===== src/frsd_pkg.sv =====
// Package for the field reply status decoder: offsets, bit positions, codes and carrier types.
// Assumes a single clock domain shared by the receiver, the decoder and the APB master.
package frsd_pkg;

  // ----------------------------------------------------------------
  // Register offsets (byte addresses on APB)
  // ----------------------------------------------------------------
  localparam logic [7:0] FRSD_OFF_CMD = 8'h00;
  localparam logic [7:0] FRSD_OFF_RAW = 8'h04;
  localparam logic [7:0] FRSD_OFF_DEC = 8'h08;
  localparam logic [7:0] FRSD_OFF_COND = 8'h0c;
  localparam logic [7:0] FRSD_OFF_EVT = 8'h10;
  localparam logic [7:0] FRSD_OFF_MASK = 8'h14;
  localparam logic [7:0] FRSD_OFF_FIN = 8'h18;
  localparam logic [7:0] FRSD_OFF_FOUT = 8'h1c;

  // ----------------------------------------------------------------
  // First status byte
  // ----------------------------------------------------------------
  localparam int unsigned FRSD_B_COMM = 7;
  localparam int unsigned FRSD_B_PARITY = 6;
  localparam int unsigned FRSD_B_OVERRUN = 5;
  localparam int unsigned FRSD_B_FRAMING = 4;
  localparam int unsigned FRSD_B_CHECKSUM = 3;
  localparam int unsigned FRSD_B_RXOVF = 1;

  localparam logic [6:0] FRSD_C_OK = 7'h00;
  localparam logic [6:0] FRSD_C_UNDEF = 7'h01;
  localparam logic [6:0] FRSD_C_INV_SEL = 7'h02;
  localparam logic [6:0] FRSD_C_TOO_LARGE = 7'h03;
  localparam logic [6:0] FRSD_C_TOO_SMALL = 7'h04;
  localparam logic [6:0] FRSD_C_TOO_FEW = 7'h05;
  localparam logic [6:0] FRSD_C_XMTR = 7'h06;
  localparam logic [6:0] FRSD_C_WPROT = 7'h07;
  localparam logic [6:0] FRSD_C_CS_LO = 7'h08;
  localparam logic [6:0] FRSD_C_CS_HI = 7'h0f;
  localparam logic [6:0] FRSD_C_ACCESS = 7'h10;
  localparam logic [6:0] FRSD_C_BUSY = 7'h20;
  localparam logic [6:0] FRSD_C_NOT_IMPL = 7'h40;

  // ----------------------------------------------------------------
  // Second status byte (transmitter condition)
  // ----------------------------------------------------------------
  localparam int unsigned FRSD_B_MALF = 7;
  localparam int unsigned FRSD_B_CFG = 6;
  localparam int unsigned FRSD_B_COLD = 5;
  localparam int unsigned FRSD_B_FIXED = 3;
  localparam int unsigned FRSD_B_SAT = 2;
  localparam int unsigned FRSD_B_NPV = 1;
  localparam int unsigned FRSD_B_PV = 0;
  localparam logic [7:0] FRSD_COND_MASK = 8'hef;

  // ----------------------------------------------------------------
  // Command numbers that select the command-specific meaning column
  // ----------------------------------------------------------------
  localparam logic [7:0] FRSD_CMD_RANGE = 8'h23;
  localparam logic [7:0] FRSD_CMD_FIXED = 8'h28;
  localparam logic [7:0] FRSD_CMD_POLL = 8'h06;

  // ----------------------------------------------------------------
  // Field unpacking
  // ----------------------------------------------------------------
  localparam int unsigned FRSD_REV_LSB = 3;
  localparam int unsigned FRSD_FT_LSB = 24;
  localparam logic [1:0] FRSD_FT_INT8 = 2'h0;
  localparam logic [1:0] FRSD_FT_INT16 = 2'h1;
  localparam logic [1:0] FRSD_FT_INT24 = 2'h2;
  localparam logic [1:0] FRSD_FT_REV = 2'h3;

  // ----------------------------------------------------------------
  // Events
  // ----------------------------------------------------------------
  localparam int unsigned FRSD_NUM_EVT = 5;
  localparam int unsigned FRSD_E_REPLY = 0;
  localparam int unsigned FRSD_E_COMM = 1;
  localparam int unsigned FRSD_E_CMDERR = 2;
  localparam int unsigned FRSD_E_MALF = 3;
  localparam int unsigned FRSD_E_SECNZ = 4;

  // ----------------------------------------------------------------
  // Types
  // ----------------------------------------------------------------
  typedef struct packed {
    logic [7:0] first;
    logic [7:0] second;
  } frsd_status_t;

  typedef enum logic [3:0] {
    FRSD_R_COMMFAIL = 4'h0, FRSD_R_OK = 4'h1, FRSD_R_UNDEF = 4'h2, FRSD_R_INV_SEL = 4'h3,
    FRSD_R_TOO_LARGE = 4'h4, FRSD_R_TOO_SMALL = 4'h5, FRSD_R_TOO_FEW = 4'h6, FRSD_R_XMTR = 4'h7,
    FRSD_R_WPROT = 4'h8, FRSD_R_CMD_SPEC = 4'h9, FRSD_R_ACCESS = 4'ha, FRSD_R_BUSY = 4'hb,
    FRSD_R_NOT_IMPL = 4'hc, FRSD_R_UNKNOWN = 4'hd
  } frsd_result_t;

  typedef enum logic [4:0] {
    FRSD_M_NONE = 5'h00, FRSD_M_UPD_FAIL = 5'h01, FRSD_M_UPD_PROG = 5'h02, FRSD_M_NEAREST = 5'h03,
    FRSD_M_PROC_HIGH = 5'h04, FRSD_M_LRV_HIGH = 5'h05, FRSD_M_NOT_FIXED = 5'h06,
    FRSD_M_PROC_LOW = 5'h07, FRSD_M_LRV_LOW = 5'h08, FRSD_M_NO_MDROP = 5'h09,
    FRSD_M_IN_MDROP = 5'h0a, FRSD_M_INV_VAR = 5'h0b, FRSD_M_URV_HIGH = 5'h0c,
    FRSD_M_INV_UNIT = 5'h0d, FRSD_M_URV_LOW = 5'h0e, FRSD_M_BOTH_RANGE = 5'h0f,
    FRSD_M_URV_PUSHED = 5'h10, FRSD_M_SPAN_SMALL = 5'h11
  } frsd_meaning_t;

  typedef struct packed {
    logic cmd_spec;
    frsd_meaning_t meaning;
    frsd_result_t result;
    logic [6:0] code;
    logic second_nz;
    logic rx_ovf;
    logic checksum;
    logic framing;
    logic overrun;
    logic parity;
    logic comm_fail;
  } frsd_decode_t;

  typedef struct packed {
    logic single;
    logic multi;
    logic [7:0] flags;
  } frsd_cond_t;

endpackage : frsd_pkg


===== src/frsd_cs_lookup.sv =====
// Command-specific meaning lookup for result codes 8 to 14.
// Assumes the issued command number is held stable by the caller while the code is decoded.
`timescale 1ns/10ps
module frsd_cs_lookup (
  input wire logic [6:0] code,
  input wire logic [7:0] cmd,
  output frsd_pkg::frsd_meaning_t meaning
);
  import frsd_pkg::*;

  logic [1:0] col;

  // ----------------------------------------------------------------
  // Column from the issued command, then row from the code
  // ----------------------------------------------------------------
  always_comb begin
    col = 2'h0;
    if (cmd == FRSD_CMD_RANGE) begin
      col = 2'h1;
    end else if (cmd == FRSD_CMD_FIXED || cmd == FRSD_CMD_POLL) begin
      col = 2'h2;
    end
    meaning = FRSD_M_NONE;
    case (code)
      7'h08: meaning = (col == 2'h0) ? FRSD_M_UPD_FAIL : (col == 2'h1) ? FRSD_M_UPD_PROG : FRSD_M_NEAREST;
      7'h09: meaning = (col == 2'h0) ? FRSD_M_PROC_HIGH : (col == 2'h1) ? FRSD_M_LRV_HIGH : FRSD_M_NOT_FIXED;
      7'h0a: meaning = (col == 2'h0) ? FRSD_M_PROC_LOW : (col == 2'h1) ? FRSD_M_LRV_LOW : FRSD_M_NO_MDROP;
      7'h0b: meaning = (col == 2'h0) ? FRSD_M_INV_VAR : (col == 2'h1) ? FRSD_M_URV_HIGH : FRSD_M_IN_MDROP;
      7'h0c: meaning = (col == 2'h1) ? FRSD_M_URV_LOW : FRSD_M_INV_UNIT;
      7'h0d: meaning = FRSD_M_BOTH_RANGE;
      7'h0e: meaning = (col == 2'h1) ? FRSD_M_SPAN_SMALL : FRSD_M_URV_PUSHED;
      default: meaning = FRSD_M_NONE;
    endcase
  end

endmodule : frsd_cs_lookup


===== src/frsd_decoder.sv =====
// Field reply status decoder: captures the two leading status bytes of each reply,
// classifies them, and exposes results on ports and over an APB register slave.
// Assumes the link receiver runs on clk and pulses rx_valid with both bytes present.
//
// Operation
// - First byte bit 7 set means communication failure; report its error bits.
// - Bit 7 clear means bits 6..0 form one enumerated command result code.
// - Code 5 means too few data bytes were received for the command.
// - Codes 8-15 are command-specific; 16 access restricted, 32 busy, 64 not implemented.
// - Codes 8-14 take their meaning from the issued command number.
// - In a command result, second byte holds transmitter condition flags.
// - Several condition flags may be set together; single-flag values need exactly one.
// - Revision field splits into five-bit hardware revision and three-bit signalling code.
// - Unmarked fields are unsigned integers of one, two or three bytes.
`timescale 1ns/10ps
module frsd_decoder (
  input wire logic clk,
  input wire logic rst_b,
  input wire logic psel,
  input wire logic penable,
  input wire logic pwrite,
  input wire logic [7:0] paddr,
  input wire logic [31:0] pwdata,
  output logic [31:0] prdata,
  output logic pready,
  output logic pslverr,
  input wire logic rx_valid,
  input wire frsd_pkg::frsd_status_t rx_status,
  output frsd_pkg::frsd_decode_t dec,
  output frsd_pkg::frsd_cond_t cond,
  output logic reply_seen,
  output logic irq
);
  import frsd_pkg::*;

  // ----------------------------------------------------------------
  // Decoding helpers
  // ----------------------------------------------------------------
  function automatic frsd_result_t frsd_classify(input logic [6:0] code);
    frsd_result_t r;
    r = FRSD_R_UNKNOWN;
    if (code == FRSD_C_OK) begin
      r = FRSD_R_OK;
    end else if (code == FRSD_C_UNDEF) begin
      r = FRSD_R_UNDEF;
    end else if (code == FRSD_C_INV_SEL) begin
      r = FRSD_R_INV_SEL;
    end else if (code == FRSD_C_TOO_LARGE) begin
      r = FRSD_R_TOO_LARGE;
    end else if (code == FRSD_C_TOO_SMALL) begin
      r = FRSD_R_TOO_SMALL;
    end else if (code == FRSD_C_TOO_FEW) begin
      r = FRSD_R_TOO_FEW;
    end else if (code == FRSD_C_XMTR) begin
      r = FRSD_R_XMTR;
    end else if (code == FRSD_C_WPROT) begin
      r = FRSD_R_WPROT;
    end else if (code >= FRSD_C_CS_LO && code <= FRSD_C_CS_HI) begin
      r = FRSD_R_CMD_SPEC;
    end else if (code == FRSD_C_ACCESS) begin
      r = FRSD_R_ACCESS;
    end else if (code == FRSD_C_BUSY) begin
      r = FRSD_R_BUSY;
    end else if (code == FRSD_C_NOT_IMPL) begin
      r = FRSD_R_NOT_IMPL;
    end
    return r;
  endfunction : frsd_classify

  function automatic logic [3:0] frsd_popcount(input logic [7:0] v);
    logic [3:0] n;
    n = 4'h0;
    for (int i = 0; i < 8; i++) begin
      n = n + {3'h0, v[i]};
    end
    return n;
  endfunction : frsd_popcount

  function automatic logic frsd_hit(input logic [7:0] a, input logic [7:0] off);
    return a == off;
  endfunction : frsd_hit

  // ----------------------------------------------------------------
  // Combinational reply decode
  // ----------------------------------------------------------------
  frsd_decode_t dec_now;
  frsd_cond_t cond_now;
  frsd_meaning_t cs_meaning;
  logic [3:0] cond_cnt;
  logic [7:0] cmd_r;

  frsd_cs_lookup u_cs_lookup (
    .code(rx_status.first[6:0]),
    .cmd(cmd_r),
    .meaning(cs_meaning)
  );

  always_comb begin
    dec_now = '0;
    cond_now = '0;
    cond_cnt = 4'h0;
    dec_now.comm_fail = rx_status.first[FRSD_B_COMM];
    if (rx_status.first[FRSD_B_COMM]) begin
      // Bits 2 and 0 are left out on purpose
      dec_now.parity = rx_status.first[FRSD_B_PARITY];
      dec_now.overrun = rx_status.first[FRSD_B_OVERRUN];
      dec_now.framing = rx_status.first[FRSD_B_FRAMING];
      dec_now.checksum = rx_status.first[FRSD_B_CHECKSUM];
      dec_now.rx_ovf = rx_status.first[FRSD_B_RXOVF];
      dec_now.second_nz = |rx_status.second;
      dec_now.result = FRSD_R_COMMFAIL;
      dec_now.meaning = FRSD_M_NONE;
    end else begin
      dec_now.code = rx_status.first[6:0];
      dec_now.result = frsd_classify(rx_status.first[6:0]);
      dec_now.cmd_spec = (dec_now.result == FRSD_R_CMD_SPEC);
      dec_now.meaning = cs_meaning;
      cond_now.flags = rx_status.second & FRSD_COND_MASK;
      cond_cnt = frsd_popcount(cond_now.flags);
      cond_now.multi = cond_cnt > 4'h1;
      cond_now.single = cond_cnt == 4'h1;
    end
  end

  // ----------------------------------------------------------------
  // Captured reply
  // ----------------------------------------------------------------
  frsd_status_t raw_r;
  frsd_status_t raw_nxt;
  frsd_decode_t dec_r;
  frsd_decode_t dec_nxt;
  frsd_cond_t cond_r;
  frsd_cond_t cond_nxt;
  logic seen_r;
  logic seen_nxt;

  always_comb begin
    raw_nxt = raw_r;
    dec_nxt = dec_r;
    cond_nxt = cond_r;
    seen_nxt = seen_r;
    if (rx_valid) begin
      raw_nxt = rx_status;
      dec_nxt = dec_now;
      cond_nxt = cond_now;
      seen_nxt = 1'b1;
    end
  end

  always_ff @(posedge clk or negedge rst_b) begin
    if (!rst_b) begin
      raw_r <= '0;
      dec_r <= '0;
      cond_r <= '0;
      seen_r <= 1'b0;
    end else begin
      raw_r <= raw_nxt;
      dec_r <= dec_nxt;
      cond_r <= cond_nxt;
      seen_r <= seen_nxt;
    end
  end

  assign dec = dec_r;
  assign cond = cond_r;
  assign reply_seen = seen_r;

  // ----------------------------------------------------------------
  // APB access decode
  // ----------------------------------------------------------------
  logic setup;
  logic access;
  logic wr;
  logic mapped;

  always_comb begin
    setup = psel && !penable;
    access = psel && penable;
    wr = access && pwrite;
    mapped = frsd_hit(paddr, FRSD_OFF_CMD) || frsd_hit(paddr, FRSD_OFF_RAW) ||
             frsd_hit(paddr, FRSD_OFF_DEC) || frsd_hit(paddr, FRSD_OFF_COND) ||
             frsd_hit(paddr, FRSD_OFF_EVT) || frsd_hit(paddr, FRSD_OFF_MASK) ||
             frsd_hit(paddr, FRSD_OFF_FIN) || frsd_hit(paddr, FRSD_OFF_FOUT);
  end

  assign pready = 1'b1;
  assign pslverr = access && !mapped;

  // ----------------------------------------------------------------
  // Software registers and field unpacker
  // ----------------------------------------------------------------
  logic [7:0] cmd_nxt;
  logic [FRSD_NUM_EVT-1:0] mask_r;
  logic [FRSD_NUM_EVT-1:0] mask_nxt;
  logic [25:0] fin_r;
  logic [25:0] fin_nxt;
  logic [23:0] fu_value;
  logic [4:0] fu_rev;
  logic [2:0] fu_phy;

  frsd_field_unpack u_field_unpack (
    .bytes(fin_r[23:0]),
    .ftype(fin_r[FRSD_FT_LSB+1:FRSD_FT_LSB]),
    .value(fu_value),
    .hw_rev(fu_rev),
    .phy_code(fu_phy)
  );

  always_comb begin
    cmd_nxt = cmd_r;
    mask_nxt = mask_r;
    fin_nxt = fin_r;
    if (wr && frsd_hit(paddr, FRSD_OFF_CMD)) begin
      cmd_nxt = pwdata[7:0];
    end
    if (wr && frsd_hit(paddr, FRSD_OFF_MASK)) begin
      mask_nxt = pwdata[FRSD_NUM_EVT-1:0];
    end
    if (wr && frsd_hit(paddr, FRSD_OFF_FIN)) begin
      fin_nxt = pwdata[25:0];
    end
  end

  always_ff @(posedge clk or negedge rst_b) begin
    if (!rst_b) begin
      cmd_r <= 8'h00;
      mask_r <= '0;
      fin_r <= '0;
    end else begin
      cmd_r <= cmd_nxt;
      mask_r <= mask_nxt;
      fin_r <= fin_nxt;
    end
  end

  // ----------------------------------------------------------------
  // Sticky events, write one to clear, set wins
  // ----------------------------------------------------------------
  logic [FRSD_NUM_EVT-1:0] evt_r;
  logic [FRSD_NUM_EVT-1:0] evt_nxt;
  logic [FRSD_NUM_EVT-1:0] evt_set;
  logic evt_clr_wr;

  always_comb begin
    evt_set = '0;
    evt_set[FRSD_E_REPLY] = rx_valid;
    evt_set[FRSD_E_COMM] = rx_valid && dec_now.comm_fail;
    evt_set[FRSD_E_CMDERR] = rx_valid && !dec_now.comm_fail && (dec_now.code != FRSD_C_OK);
    evt_set[FRSD_E_MALF] = rx_valid && cond_now.flags[FRSD_B_MALF];
    evt_set[FRSD_E_SECNZ] = rx_valid && dec_now.second_nz;
    evt_clr_wr = wr && frsd_hit(paddr, FRSD_OFF_EVT);
  end

  genvar gi;
  generate
    for (gi = 0; gi < FRSD_NUM_EVT; gi++) begin : g_evt
      always_comb begin
        evt_nxt[gi] = (evt_r[gi] && !(evt_clr_wr && pwdata[gi])) || evt_set[gi];
      end
    end
  endgenerate

  always_ff @(posedge clk or negedge rst_b) begin
    if (!rst_b) begin
      evt_r <= '0;
    end else begin
      evt_r <= evt_nxt;
    end
  end

  assign irq = |(evt_r & mask_r);

  // ----------------------------------------------------------------
  // Read data, loaded in the setup cycle
  // ----------------------------------------------------------------
  logic [31:0] prdata_r;
  logic [31:0] prdata_nxt;

  always_comb begin
    prdata_nxt = prdata_r;
    if (setup) begin
      prdata_nxt = 32'h00000000;
      case (paddr)
        FRSD_OFF_CMD: prdata_nxt = {24'h000000, cmd_r};
        FRSD_OFF_RAW: prdata_nxt = {15'h0000, seen_r, raw_r};
        FRSD_OFF_DEC: prdata_nxt = {8'h00, dec_r};
        FRSD_OFF_COND: prdata_nxt = {22'h000000, cond_r};
        FRSD_OFF_EVT: prdata_nxt = {{(32-FRSD_NUM_EVT){1'b0}}, evt_r};
        FRSD_OFF_MASK: prdata_nxt = {{(32-FRSD_NUM_EVT){1'b0}}, mask_r};
        FRSD_OFF_FIN: prdata_nxt = {6'h00, fin_r};
        FRSD_OFF_FOUT: prdata_nxt = {fu_rev, fu_phy, fu_value};
        default: prdata_nxt = 32'h00000000;
      endcase
    end
  end

  always_ff @(posedge clk or negedge rst_b) begin
    if (!rst_b) begin
      prdata_r <= 32'h00000000;
    end else begin
      prdata_r <= prdata_nxt;
    end
  end

  assign prdata = prdata_r;

endmodule : frsd_decoder


===== src/frsd_field_unpack.sv =====
// Unpacks one reply field: plain unsigned integer of 1 to 3 bytes, or a revision byte.
// Assumes bytes arrive right-aligned, most significant byte first on the link.
`timescale 1ns/10ps
module frsd_field_unpack (
  input wire logic [23:0] bytes,
  input wire logic [1:0] ftype,
  output logic [23:0] value,
  output logic [4:0] hw_rev,
  output logic [2:0] phy_code
);
  import frsd_pkg::*;

  // ----------------------------------------------------------------
  // Width select and revision split
  // ----------------------------------------------------------------
  always_comb begin
    value = 24'h000000;
    hw_rev = 5'h00;
    phy_code = 3'h0;
    case (ftype)
      FRSD_FT_INT8: value = {16'h0000, bytes[7:0]};
      FRSD_FT_INT16: value = {8'h00, bytes[15:0]};
      FRSD_FT_INT24: value = bytes;
      FRSD_FT_REV: begin
        value = {16'h0000, bytes[7:0]};
        hw_rev = bytes[7:FRSD_REV_LSB];
        phy_code = bytes[FRSD_REV_LSB-1:0];
      end
      default: value = 24'h000000;
    endcase
  end

endmodule : frsd_field_unpack


===== config.mk =====
export PLATFORM = sky130hd
export DESIGN_NAME = frsd_decoder
export DESIGN_NICKNAME = d
export VERILOG_FILES = /design/src/frsd_pkg.sv /design/src/frsd_cs_lookup.sv /design/src/frsd_decoder.sv /design/src/frsd_field_unpack.sv
export SDC_FILE = /design/constraint.sdc
export NUM_CORES = 1
export LEC_CHECK = 0
export BUFFER_PORTS_ARGS = -buffer_cell sky130_fd_sc_hd__buf_2
export CAP_MARGIN = 20
export CORE_MARGIN = 2
export CORE_UTILIZATION = 23
export CTS_BUF_LIST = sky130_fd_sc_hd__clkbuf_16
export DETAILED_ROUTE_END_ITERATION = 16
export PLACE_DENSITY_LB_ADDON = 0.1
export REMOVE_ABC_BUFFERS = 1
export SLEW_MARGIN = 0
export SYNTH_ARGS = -nofsm -noshare
export SYNTH_HDL_FRONTEND = slang
export SYNTH_HIERARCHICAL = 1
export SYNTH_SLANG_ARGS = --single-unit

===== constraint.sdc =====
create_clock -name clk -period 2.7 [get_ports clk]
set_input_delay 0.135 -clock clk [delete_from_list [all_inputs] [get_ports clk]]
set_output_delay 0.135 -clock clk [all_outputs]
set_load 0.02 [all_outputs]

* Word-level counts from Yosys, hierarchy flattened *
Index checks and enable logic that the tools add are counted.

word-level totals
  bits of input ports = 62
  output and inout port bits = 70
  flip-flop bits (word level) = 127

cells by class
  bitwise operators = 1
  reductions and logical operators = 53
  add/subtract/negate cells = 6
  $lt $le $gt $ge = 3
  equality and inequality tests = 33
  mux-type cells = 35

operator list
  operator                                             number
  one-hot mux 32 bit (8 select lines)                  1
  one-hot mux 24 bit (3 select lines)                  1
  equality test 7 x 4 -> 1 bit, second input constant  7
  two-way mux 4 bit                                    12
  one-hot mux 5 bit (7 select lines)                   1
  equality test 8 x 5 -> 1 bit, second input constant  4
  equality test 7 x 3 -> 1 bit, second input constant  4
  two-way mux 5 bit                                    5
  logical AND 1 bit                                    24
  equality test 8 x 3 -> 1 bit, second input constant  2
  equality test 8 x 4 -> 1 bit, second input constant  2
  equality test 8 x 6 -> 1 bit, second input constant  2
  equality test 7 x 2 -> 1 bit, second input constant  2
  logical OR 1 bit                                     13
  adder 4 x 1 -> 4 bit                                 3
  two-way mux 10 bit                                   1
  two-way mux 9 bit                                    1
  logical NOT 1 bit                                    8
  logical NOT 8 bit                                    1
  two-way mux 2 bit                                    4
  OR reduction 8 bit                                   1
  equality test 7 x 1 -> 1 bit, second input constant  1
  equality test 7 x 5 -> 1 bit, second input constant  1
  equality test 7 x 6 -> 1 bit, second input constant  1
  21 further kinds                                     29

* Depth between registers and ports, before layout *
Gate-level depths: netlist (run 1).

  word-level depth = 16
  mapped depth = 8
  depth with buffers taken out = 8

* Hierarchy *
The synthesis (run 1) kept the hierarchy.

by module, submodules not included
  module             cells an instance  instances  area each (um^2)
  frsd_decoder       562                1          6,192.2
  frsd_cs_lookup     43                 1          290.3
  frsd_field_unpack  35                 1          250.2

* Worst setup path after synthesis (run 1) *
Ideal clock, no wire load.

  path type = input to register
  from = input port rx_status[0] (netlist name)
  to = register cond_r (netlist bit cond[9])
  stages on the path = 8
  arrival time = 2.236 ns
  buffers on the path = 0
  setup slack = 0.397 ns
  required time = 2.632 ns
  cell sequence = fa_1 inv_1 fa_1 fa_1 inv_1 fa_1 nor2_1 a32o_1

on the way
  word-level cells in the longest chain between the ends = 8

ends and longest elaborated chain
  item                               line                 RTL
  start: declaration                 frsd_decoder.sv:28   input wire frsd_pkg::frsd_status_t rx_status,
  adder 1 x 1 -> 2 bit               frsd_decoder.sv:74   n = n + {3'h0, v[i]};
  adder 2 x 1 -> 3 bit               frsd_decoder.sv:74
  adder 3 x 1 -> 4 bit               frsd_decoder.sv:74
  adder 4 x 1 -> 4 bit (3 in a row)  frsd_decoder.sv:74
  equality test 4 x 1 -> 1 bit       frsd_decoder.sv:121  cond_now.single = cond_cnt == 4'h1;
  two-way mux 10 bit                 frsd_decoder.sv:103  if (rx_status.first[FRSD_B_COMM]) begin
  end signal: assignment             frsd_decoder.sv:159  cond_r <= cond_nxt;
  end: declaration                   frsd_decoder.sv:132  frsd_cond_t cond_r;

No other way between the ends.
A chain may end at the register's enable or synchronous reset.

* Worst setup path after layout (run 1) *
  from = input port rx_status[3] (netlist name)
  to = register cond_r (netlist bit cond[9])

on the way
  word-level cells in the longest chain between the ends = 6

ends and longest elaborated chain
  item                               line
  adder 3 x 1 -> 4 bit               frsd_decoder.sv:74
  adder 4 x 1 -> 4 bit (3 in a row)  frsd_decoder.sv:74
  equality test 4 x 1 -> 1 bit       frsd_decoder.sv:121
  two-way mux 10 bit                 frsd_decoder.sv:103

No other way between the ends.

==> flow_summary.toml, run 1 <==
[status]
status = "finished clean"

[layout]
fillers = 2980
layout-drive-gt1-share_pct = 31.9
syn_to_final_growth_pct = 30.9
fin_nets = 850
layout_commonest_cell = "dfrtp_1"
layout_common_cells = "dfrtp_1 (125), buf_2 (120), inv_1 (37), mux2_2 (37), nand2_1 (34)"
fin_area_um2 = 8810

[sta]
worst-slew-pin-transition_ns = 0.756
setup_viol = 0
clock-skew-final_ns = 0.00763
final.setup.tns_ns = 0
slew_viol_final = 0
hold_viol = 0
period_share_pct = 95.6
slew_headroom_pct = 48.3
fmax_mhz = 387
period_needed_ns = 2.58
rsz0062_at_grt = "no"

[power_and_ir_drop]
pwr-share-clk_pct = 51.1
p_int_w = 0.00400
combPwrFrac_pct = 11.3
p_sw_share_pct = 25.5
powerDensity_nw_per_um2 = 609
p_switching_w = 0.00137
power_leakage_nw = 4.12
ir_worst_vdd_v = 0.000438
seqPwrFrac_pct = 37.5

[detailed_routing]
drtIter0Drc = 371
ant_nets = 0
wl_per_cell_um = 21.5
vias = 5762
dr.pass1.iters = 5
viasPerCell = 4.88
postRouteWirelength_um = 25400
drc_errors = 0

[cts]
cts_buffer_depth = 2
htree_levels = 4
root_buffer = "clkbuf_16"
clkSinkCount = 125
cts_buffers = 17
clk_pin_slew_worst_paths_ns = 0.06
cts_tree = "yes"
cts_setup_buffers = 0
clk_latency_ns = 0.43

[global_routing]
antenna_found_initial = 2
grt.total_usage_pct = 17.0
grt_pass1_vias = 5977
grt_first_pass_wirelength_um = 38600
grt_max_degree = 49
gr-total-overflow = 0

[critical_path]
cpPeakStageDelay_ns = 0.52
path_class = "in -> reg"
crit_path_end_kind = "register"
path_common_cell = "fa_1"
worst_path_max_delay_cell = "dlygate4sd3_1"
crit_chain = "dlygate4sd3_1 > buf_2 > fa_1 > inv_1 > fa_1 > fa_2 > inv_2 > fa_1 > nor2_2 > a32o_1"
reg2reg_slack_ns = 0.81
worst_ep_required_time_ns = 3.07
crit_path_start_kind = "primary input"
cp.arrival_ns = 2.95
worstPathMaxFanout = 4

[die]
rows = 62
die_x_um = 175
die_h_um = 175
initial_core_util_pct = 23.4
dieArea_um2 = 30700
coreArea_um2 = 28800
io_pins = 132

[logic_synthesis]
synth_edf_count = 0
synth-seq-cells = 125
synth-seq-area-share_pct = 46.5
synth_ff_type = "dfrtp_1"
postSynthAreaPerCell_um2 = 10.5
async_flop_share_pct = 100
netlist_area_um2 = 6730
ys_warn_count = 6
synth_top_cell_area_share_pct = 46.5
synth_area_leaders = "dfrtp_1 (46%), mux2_2 (6.2%), mux2_1 (3.3%)"
synth_cell_types = 80
synth_largest_area_cell = "dfrtp_1"
syn-instance-count = 640

[placement]
dpl.hpwl_um = 18700
gp_congestion = 0.795
place.port_buffers = 123
place_area_um2 = 7820

[job]
cap_violations = 0

[hold_path]
hp-class = "in -> reg"
-- cell usage after synthesis (all sizes together) (2+ instances only) --
| master | number |
|---|---|
| o2bb2ai | 4 |
| o32ai | 3 |
| nor4b | 5 |
| and3 | 18 |
| a2111oi | 3 |
| clkbuf | 35 |
| or3 | 4 |
| o21ai | 32 |
| nand4bb | 3 |
| nor3 | 9 |
| conb | 2 |
| and2 | 23 |
| a222oi | 2 |
| dfrtp | 125 |
| o211ai | 5 |
| a31oi | 9 |
| buf | 22 |
| and2b | 2 |
| a22o | 20 |
| a22oi | 7 |
| o31ai | 10 |
| o22ai | 4 |
| nand2 | 34 |
| nand4 | 5 |
| fa | 4 |
| a221oi | 9 |
| mux2 | 57 |
| mux2i | 16 |
| a21oi | 10 |
| nor2b | 2 |
| nand3 | 23 |
| a221o | 4 |
| nor2 | 16 |
| or2 | 5 |
| a21o | 10 |
| and3b | 2 |
| nor3b | 9 |
| nor4 | 4 |
| nand2b | 3 |
| or4b | 2 |
| nand3b | 12 |
| or3b | 3 |
| a32o | 4 |
| inv | 38 |
| a211o | 2 |
-- kinds of logic after synthesis --
kind of cell	after synthesis	share of synthesized area, %
AOI/OAI and AO/OA	150	16.3
xor gates and xnor gates	2	0.372
adders and majority gates	5	1.38
buffers and inverters	95	6.26
DFF	125	46.5
muxes	74	12.2
other	2	0.112
and+or+nand+nor	187	16.9
-- worst max-delay path, delay by kind of cell --
kind                     cells  cell delay [ns]
AO/OA/AOI/OAI                1             0.16
AND/OR/NAND/NOR              1             0.13
buffers and inverters        4             0.77
adder cells (fa/ha/maj)      4             1.74
-- cell type report --
type / count / area (um2) / area share, %
Timing Repair Buffer: 181 / 1160 / 13.1
Antenna cell: 1 / 2.50 / 0.0284
Multi-Input combinational cell: 420 / 3210 / 36.4
Clock inverter: 15 / 269 / 3.05
Inverter: 38 / 143 / 1.62
Tap cell: 384 / 480 / 5.45
Sequential cell: 125 / 3130 / 35.5
Clock buffer: 17 / 425 / 4.83
-- power by group through the flow --
stage	logic, W	registers (W)	clock network, W
after floorplan	0.000206	0.00207	0
after global placement	0.000572	0.00205	0
after detailed placement	0.000578	0.00205	0
after CTS	0.000613	0.00201	0.00281
after global routing	0.000671	0.00202	0.00290
final	0.000609	0.00202	0.00274
-- stage by stage --
stage          utilization (%)  hold slack [ns]  worst slack [ns]  cells  total power, W
2_1_floorplan                -           -0.161             -1.06    583         0.00227
3_3_place_gp              27.2            0.210             0.186   1120         0.00262
3_5_place_dp              27.2            0.214             0.193   1120         0.00263
4_1_cts                   30.6          0.00160             0.104   1182         0.00544
5_1_grt                   30.6           0.0106           0.00893   1181         0.00559
6_report                  30.6           0.0123             0.118   1181         0.00537
-- registers in the layout, summed over array words and instances, names as in the netlist --
register,cells
cmd_r,8
cond,9
dec,23
evt_r,5
fin_r,26
mask_r,5
prdata,32
raw_r,16
reply_seen,1
-- what timing repair did --
action | 4_1_cts | 5_1_grt
hold buffers | 30 | 0
endpoints found under the setup margin | 0 | 1
resized for setup | 0 | 3
endpoints found under the hold margin | 79 | 0
-- routing by layer --
metal	share of wire [%]	track usage, %
met2	45	26.5
met3	5.7	3.63
met4	2.3	5.76
met1	47	23.4
met5	0.051	0
-- path summary, 6_finish.rpt --
check	startpoint	to	cells past startpoint
max reg2reg	cmd_r[7]	dec[20]	6
min reg2reg	prdata[13]	prdata[13]	1
max in group asynchronous	rst_b	raw_r[0]	3
max	rx_status[3]	cond[9]	10
min in group asynchronous	rst_b	fin_r[21]	2
min	rx_status[7]	evt_r[3]	2
Power figures use the tool's default switching activity.
==> inputs of run 2 (changes only) <==
--- a/config.mk
+++ b/config.mk
@@ -5,7 +5,7 @@
 export SDC_FILE = /design/constraint.sdc
 export NUM_CORES = 1
 export LEC_CHECK = 0
-export BUFFER_PORTS_ARGS = -buffer_cell sky130_fd_sc_hd__buf_2
+export BUFFER_PORTS_ARGS = -buffer_cell sky130_fd_sc_hd__clkbuf_2
 export CAP_MARGIN = 20
 export CORE_MARGIN = 2
 export CORE_UTILIZATION = 23
==> flow_summary.toml, run 2 (synthesized netlist as in run 1, its figures left out) <==
[power_and_ir_drop]
powerDensity_nw_per_um2 = 564
ir_worst_vdd_v = 0.000387
power_leakage_nw = 4.06

[cts]
cts_buffer_depth = 2
clk_latency_ns = 0.43
cts_buffers = 17
htree_levels = 4
root_buffer = "clkbuf_16"
clk_pin_slew_worst_paths_ns = 0.06
cts_setup_buffers = 0
cts_tree = "yes"
clkSinkCount = 125

[status]
status = "finished clean"

[die]
io_pins = 132
initial_core_util_pct = 23.4
die_h_um = 175
rows = 62
coreArea_um2 = 28800
die_x_um = 175
dieArea_um2 = 30700

[critical_path]
crit_path_start_kind = "primary input"
cp.arrival_ns = 2.95
r2r-start = "cmd_r[7]"
reg2reg_slack_ns = 0.76
ff2ff_path_depth = 6
rr_endpoint = "dec[20]"
critPathLaunch = "rx_status[0]"
crit_path_end_kind = "register"
worstPathMaxFanout = 3
path_class = "in -> reg"
setup.worst_path.end = "cond[9]"
worst_ep_required_time_ns = 3.07

[sta]
slew_viol_final = 0
hold_viol = 0
setup_viol = 0
setup_slack_ns = 0.119
fmax_mhz = 387
period_needed_ns = 2.58
clock-skew-final_ns = 0.0119
rsz0062_at_grt = "no"
period_share_pct = 95.6
slew_headroom_pct = 35.0
worst-slew-pin-transition_ns = 0.950
final.setup.tns_ns = 0

[detailed_routing]
ant_nets = 0
drc_errors = 0
viasPerCell = 4.88
dr.pass1.iters = 5
postRouteWirelength_um = 25600
vias = 5768
wl_per_cell_um = 21.7
drtIter0Drc = 400

[global_routing]
antenna_found_initial = 1
grt.total_usage_pct = 17.1
grt_pass1_vias = 5937
gr-total-overflow = 0
grt_first_pass_wirelength_um = 38600
grt_max_degree = 52

[layout]
fin_nets = 853
largest_reg_flops = 32
utilization_pct = 30.1
diodes = 0
syn_to_final_growth_pct = 28.9
seq_area_um2 = 3130
fin_area_um2 = 8680
fillers = 3023
layout_commonest_cell = "dfrtp_1"
multiInputGateArea_um2 = 3210
layout_common_cells = "dfrtp_1 (125), clkbuf_2 (122), inv_1 (40)"
layout-drive-gt1-share_pct = 31.2

[job]
cap_violations = 0

[placement]
place_area_um2 = 7820
gp_congestion = 0.818
dpl.hpwl_um = 18800
place.port_buffers = 123
dp_slack_ns = 0.168

[hold_path]
whs_path_depth = 2
hp-class = "in -> reg"
==> run 2: cell count changes in the layout (fill, tap and decap cells not counted), moves of 3 or more <==
| cell | before | now |
|---|---|---|
| clkbuf_2 | 0 | 122 |
| buf_2 | 120 | 0 |
| bufinv_16 | 7 | 3 |
| clkinv_1 | 1 | 5 |
| clkinvlp_4 | 5 | 1 |
| buf_4 | 29 | 32 |
| inv_1 | 37 | 40 |
==> run 2: final cells by class <==
cell class	count	share of cell area [%]
timing repair buffer	184	13.4
clock buffer	17	4.90
inverter	38	1.64
tap	384	5.54
clock inverter	13	1.54
sequential	125	36.0
multi-input combinational	420	36.9
==> run 2: how the worst min path moves through the flow <==
stage | slack [ns] | end | startpoint
after floorplan | -0.16 | cmd_r[0] | rst_b
after global placement | 0.21 | fin_r[21] | rst_b
after detailed placement | 0.21 | fin_r[21] | rst_b
after CTS | 0.001 | evt_r[3] | rx_status[7]
after global routing | 0.02 | cmd_r[2] | pwdata[2]
final | 0.02 | evt_r[3] | rx_status[7]
==> run 2: layer usage <==
metal | up-vias | wire length (um) | global-route usage [%]
met5 | - | 16 | 0
li1 | 2641 | - | -
met2 | 182 | 11600 | 26.7
met1 | 2910 | 12300 | 23.8
met4 | 2 | 597 | 5.90
met3 | 33 | 1050 | 3.20
==> run 2: per-stage QoR <==
| stage | hold slack, ns | total power (W) | std cells |
|---|---|---|---|
| after floorplan | -0.161 | 0.00227 | 583 |
| after global placement | 0.213 | 0.00262 | 1122 |
| after detailed placement | 0.210 | 0.00263 | 1122 |
| after CTS | 0.00106 | 0.00497 | 1181 |
| after global routing | 0.0223 | 0.00510 | 1181 |
| final | 0.0249 | 0.00489 | 1181 |
==> run 2: worst max-delay path, cell delays in order <==
cell	delay (ns)
dlygate4sd3_1	0.53
clkbuf_2	0.13
fa_1	0.54
inv_1	0.05
fa_1	0.45
fa_2	0.33
inv_1	0.07
fa_1	0.41
nor2_2	0.13
a32o_1	0.17
==> run 2: report_power, final <==
part,switching (W),internal (W)
clock,0.000854,0.00141
combinational,0.000381,0.000229
sequential,0.0000727,0.00195
==> run 2: repair_timing <==
item | in CTS | in global routing
gates resized for setup | 0 | 2
setup endpoints to repair | 0 | 1
hold endpoints to repair | 75 | 0
hold buffers | 29 | 0
==> inputs of run 3 (changes only) <==
==> constraint.sdc (replaced) <==
create_clock -name clk -period 2.7 [get_ports clk]
set_input_delay 0.54 -clock clk [delete_from_list [all_inputs] [get_ports clk]]
set_output_delay 0.54 -clock clk [all_outputs]
set_load 0.02 [all_outputs]
==> flow_summary.toml, run 3 (synthesized netlist as in run 1, its figures left out) <==
[sta]
slew_headroom_pct = 44.9
setup_viol = 0
clock-skew-final_ns = 0.0115
period_needed_ns = 2.47
period_share_pct = 91.3
fmax_mhz = 406
rsz0062_at_grt = "no"
hold_viol = 0
worst-slew-pin-transition_ns = 0.806
slew_viol_final = 0

[global_routing]
antenna_found_initial = 0
grt_max_degree = 66
grt_first_pass_wirelength_um = 38700
gr-total-overflow = 0
grt_pass1_vias = 5903
grt.total_usage_pct = 17.0

[critical_path]
ff2ff_path_depth = 6
path_class = "in -> reg"
crit_path_start_kind = "primary input"
setup.worst_path.end = "cond[9]"
cpPeakStageDelay_ns = 0.53
rr_endpoint = "dec[20]"
worst_ep_required_time_ns = 3.06
cp.arrival_ns = 2.83
path_common_cell = "fa_1"
worst_path_max_delay_cell = "fa_1"
crit_chain = "clkbuf_2 > fa_1 > inv_1 > fa_1 > fa_1 > inv_1 > fa_1 > nor2_1 > a32o_1"
crit_path_end_kind = "register"
critPathLaunch = "rx_status[0]"
reg2reg_slack_ns = 0.50
worstPathMaxFanout = 2
r2r-start = "cmd_r[7]"

[detailed_routing]
viasPerCell = 4.97
drtIter0Drc = 391
wl_per_cell_um = 22.0
dr.pass1.iters = 5
ant_nets = 0
postRouteWirelength_um = 25500
drc_errors = 0
vias = 5765

[layout]
layout_commonest_cell = "dfrtp_1"
largest_reg_flops = 32
layout-drive-gt1-share_pct = 33.1
syn_to_final_growth_pct = 25.6
fillers = 2988
layout_common_cells = "dfrtp_1 (125), clkbuf_2 (122), inv_1 (41)"
diodes = 0
fin_nets = 833
utilization_pct = 29.4

[die]
coreArea_um2 = 28800
io_pins = 132
dieArea_um2 = 30700
initial_core_util_pct = 23.4
die_h_um = 175
rows = 62
die_x_um = 175

[cts]
root_buffer = "clkbuf_16"
htree_levels = 4
clk_latency_ns = 0.42
cts_buffer_depth = 2
clk_pin_slew_worst_paths_ns = 0.06
cts_setup_buffers = 0
ctsHoldBuffers = 0
cts_tree = "yes"
clkSinkCount = 125
cts-resized-gates = 0
cts_buffers = 17

[placement]
gp_congestion = 0.801
dpl.hpwl_um = 19100
place.port_buffers = 123

[power_and_ir_drop]
powerDensity_nw_per_um2 = 554
p_total_w = 0.00468
ir_worst_vdd_v = 0.000393
power_leakage_nw = 3.98

[hold_path]
hp-class = "in -> async"

[job]
cap_violations = 0

[status]
status = "finished clean"
run 3: power breakdown:
group	switching (W)	internal (W)	total [W]
Clock	0.000851	0.00122	0.00208
Combinational	0.000377	0.000211	0.000588
Sequential	0.0000716	0.00195	0.00202
Total	0.00130	0.00338	0.00468
run 3: routing by layer:
layer,share of wire [%],wire length (um),GRT usage [%]
met2,45,11600,26.4
met4,2.2,561,5.52
met5,0,0,0
met3,4.7,1190,3.00
met1,48,12200,23.9
run 3: through the flow:
stage	TNS (ns)	cells	setup WS, ns	hold slack, ns	cell area [um2]
3_5_place_dp	-0.364	1131	-0.207	0.468	7940
3_3_place_gp	-0.363	1131	-0.206	0.460	7940
5_1_grt	0	1161	0.162	0.0803	8450
2_1_floorplan	-40.01	583	-1.47	0.244	6450
6_report	0	1161	0.234	0.0593	8450
4_1_cts	0	1161	0.246	0.0570	8450
run 3: worst max-delay path: cells and delay by family:
kind	cells	cell delay (ns)
adder cells (fa/ha/maj)	4	1.76
buffers and inverters	3	0.23
AND/OR/NAND/NOR	1	0.13
AO/OA/AOI/OAI	1	0.17
run 3: area by class of cell:
class / instances / area (um2) / area share [%]
Multi-Input combinational cell: 420 / 3200 / 37.9
Sequential cell: 125 / 3130 / 37.0
Timing Repair Buffer: 164 / 988 / 11.7
Tap cell: 384 / 480 / 5.68
Clock buffer: 17 / 425 / 5.03
Inverter: 38 / 143 / 1.69
Clock inverter: 13 / 87.6 / 1.04
run 3: worst min-delay path by stage:
stage / startpoint / to / cells past startpoint / slack (ns)
after floorplan: rst_b / cmd_r[0] / 0 / 0.24
after global placement: prdata[10] / prdata[10] / 1 / 0.46
after detailed placement: prdata[10] / prdata[10] / 1 / 0.47
after CTS: rst_b / fin_r[21] / 1 / 0.06
after global routing: rst_b / fin_r[21] / 1 / 0.08
final: rst_b / dec[22] / 1 / 0.06
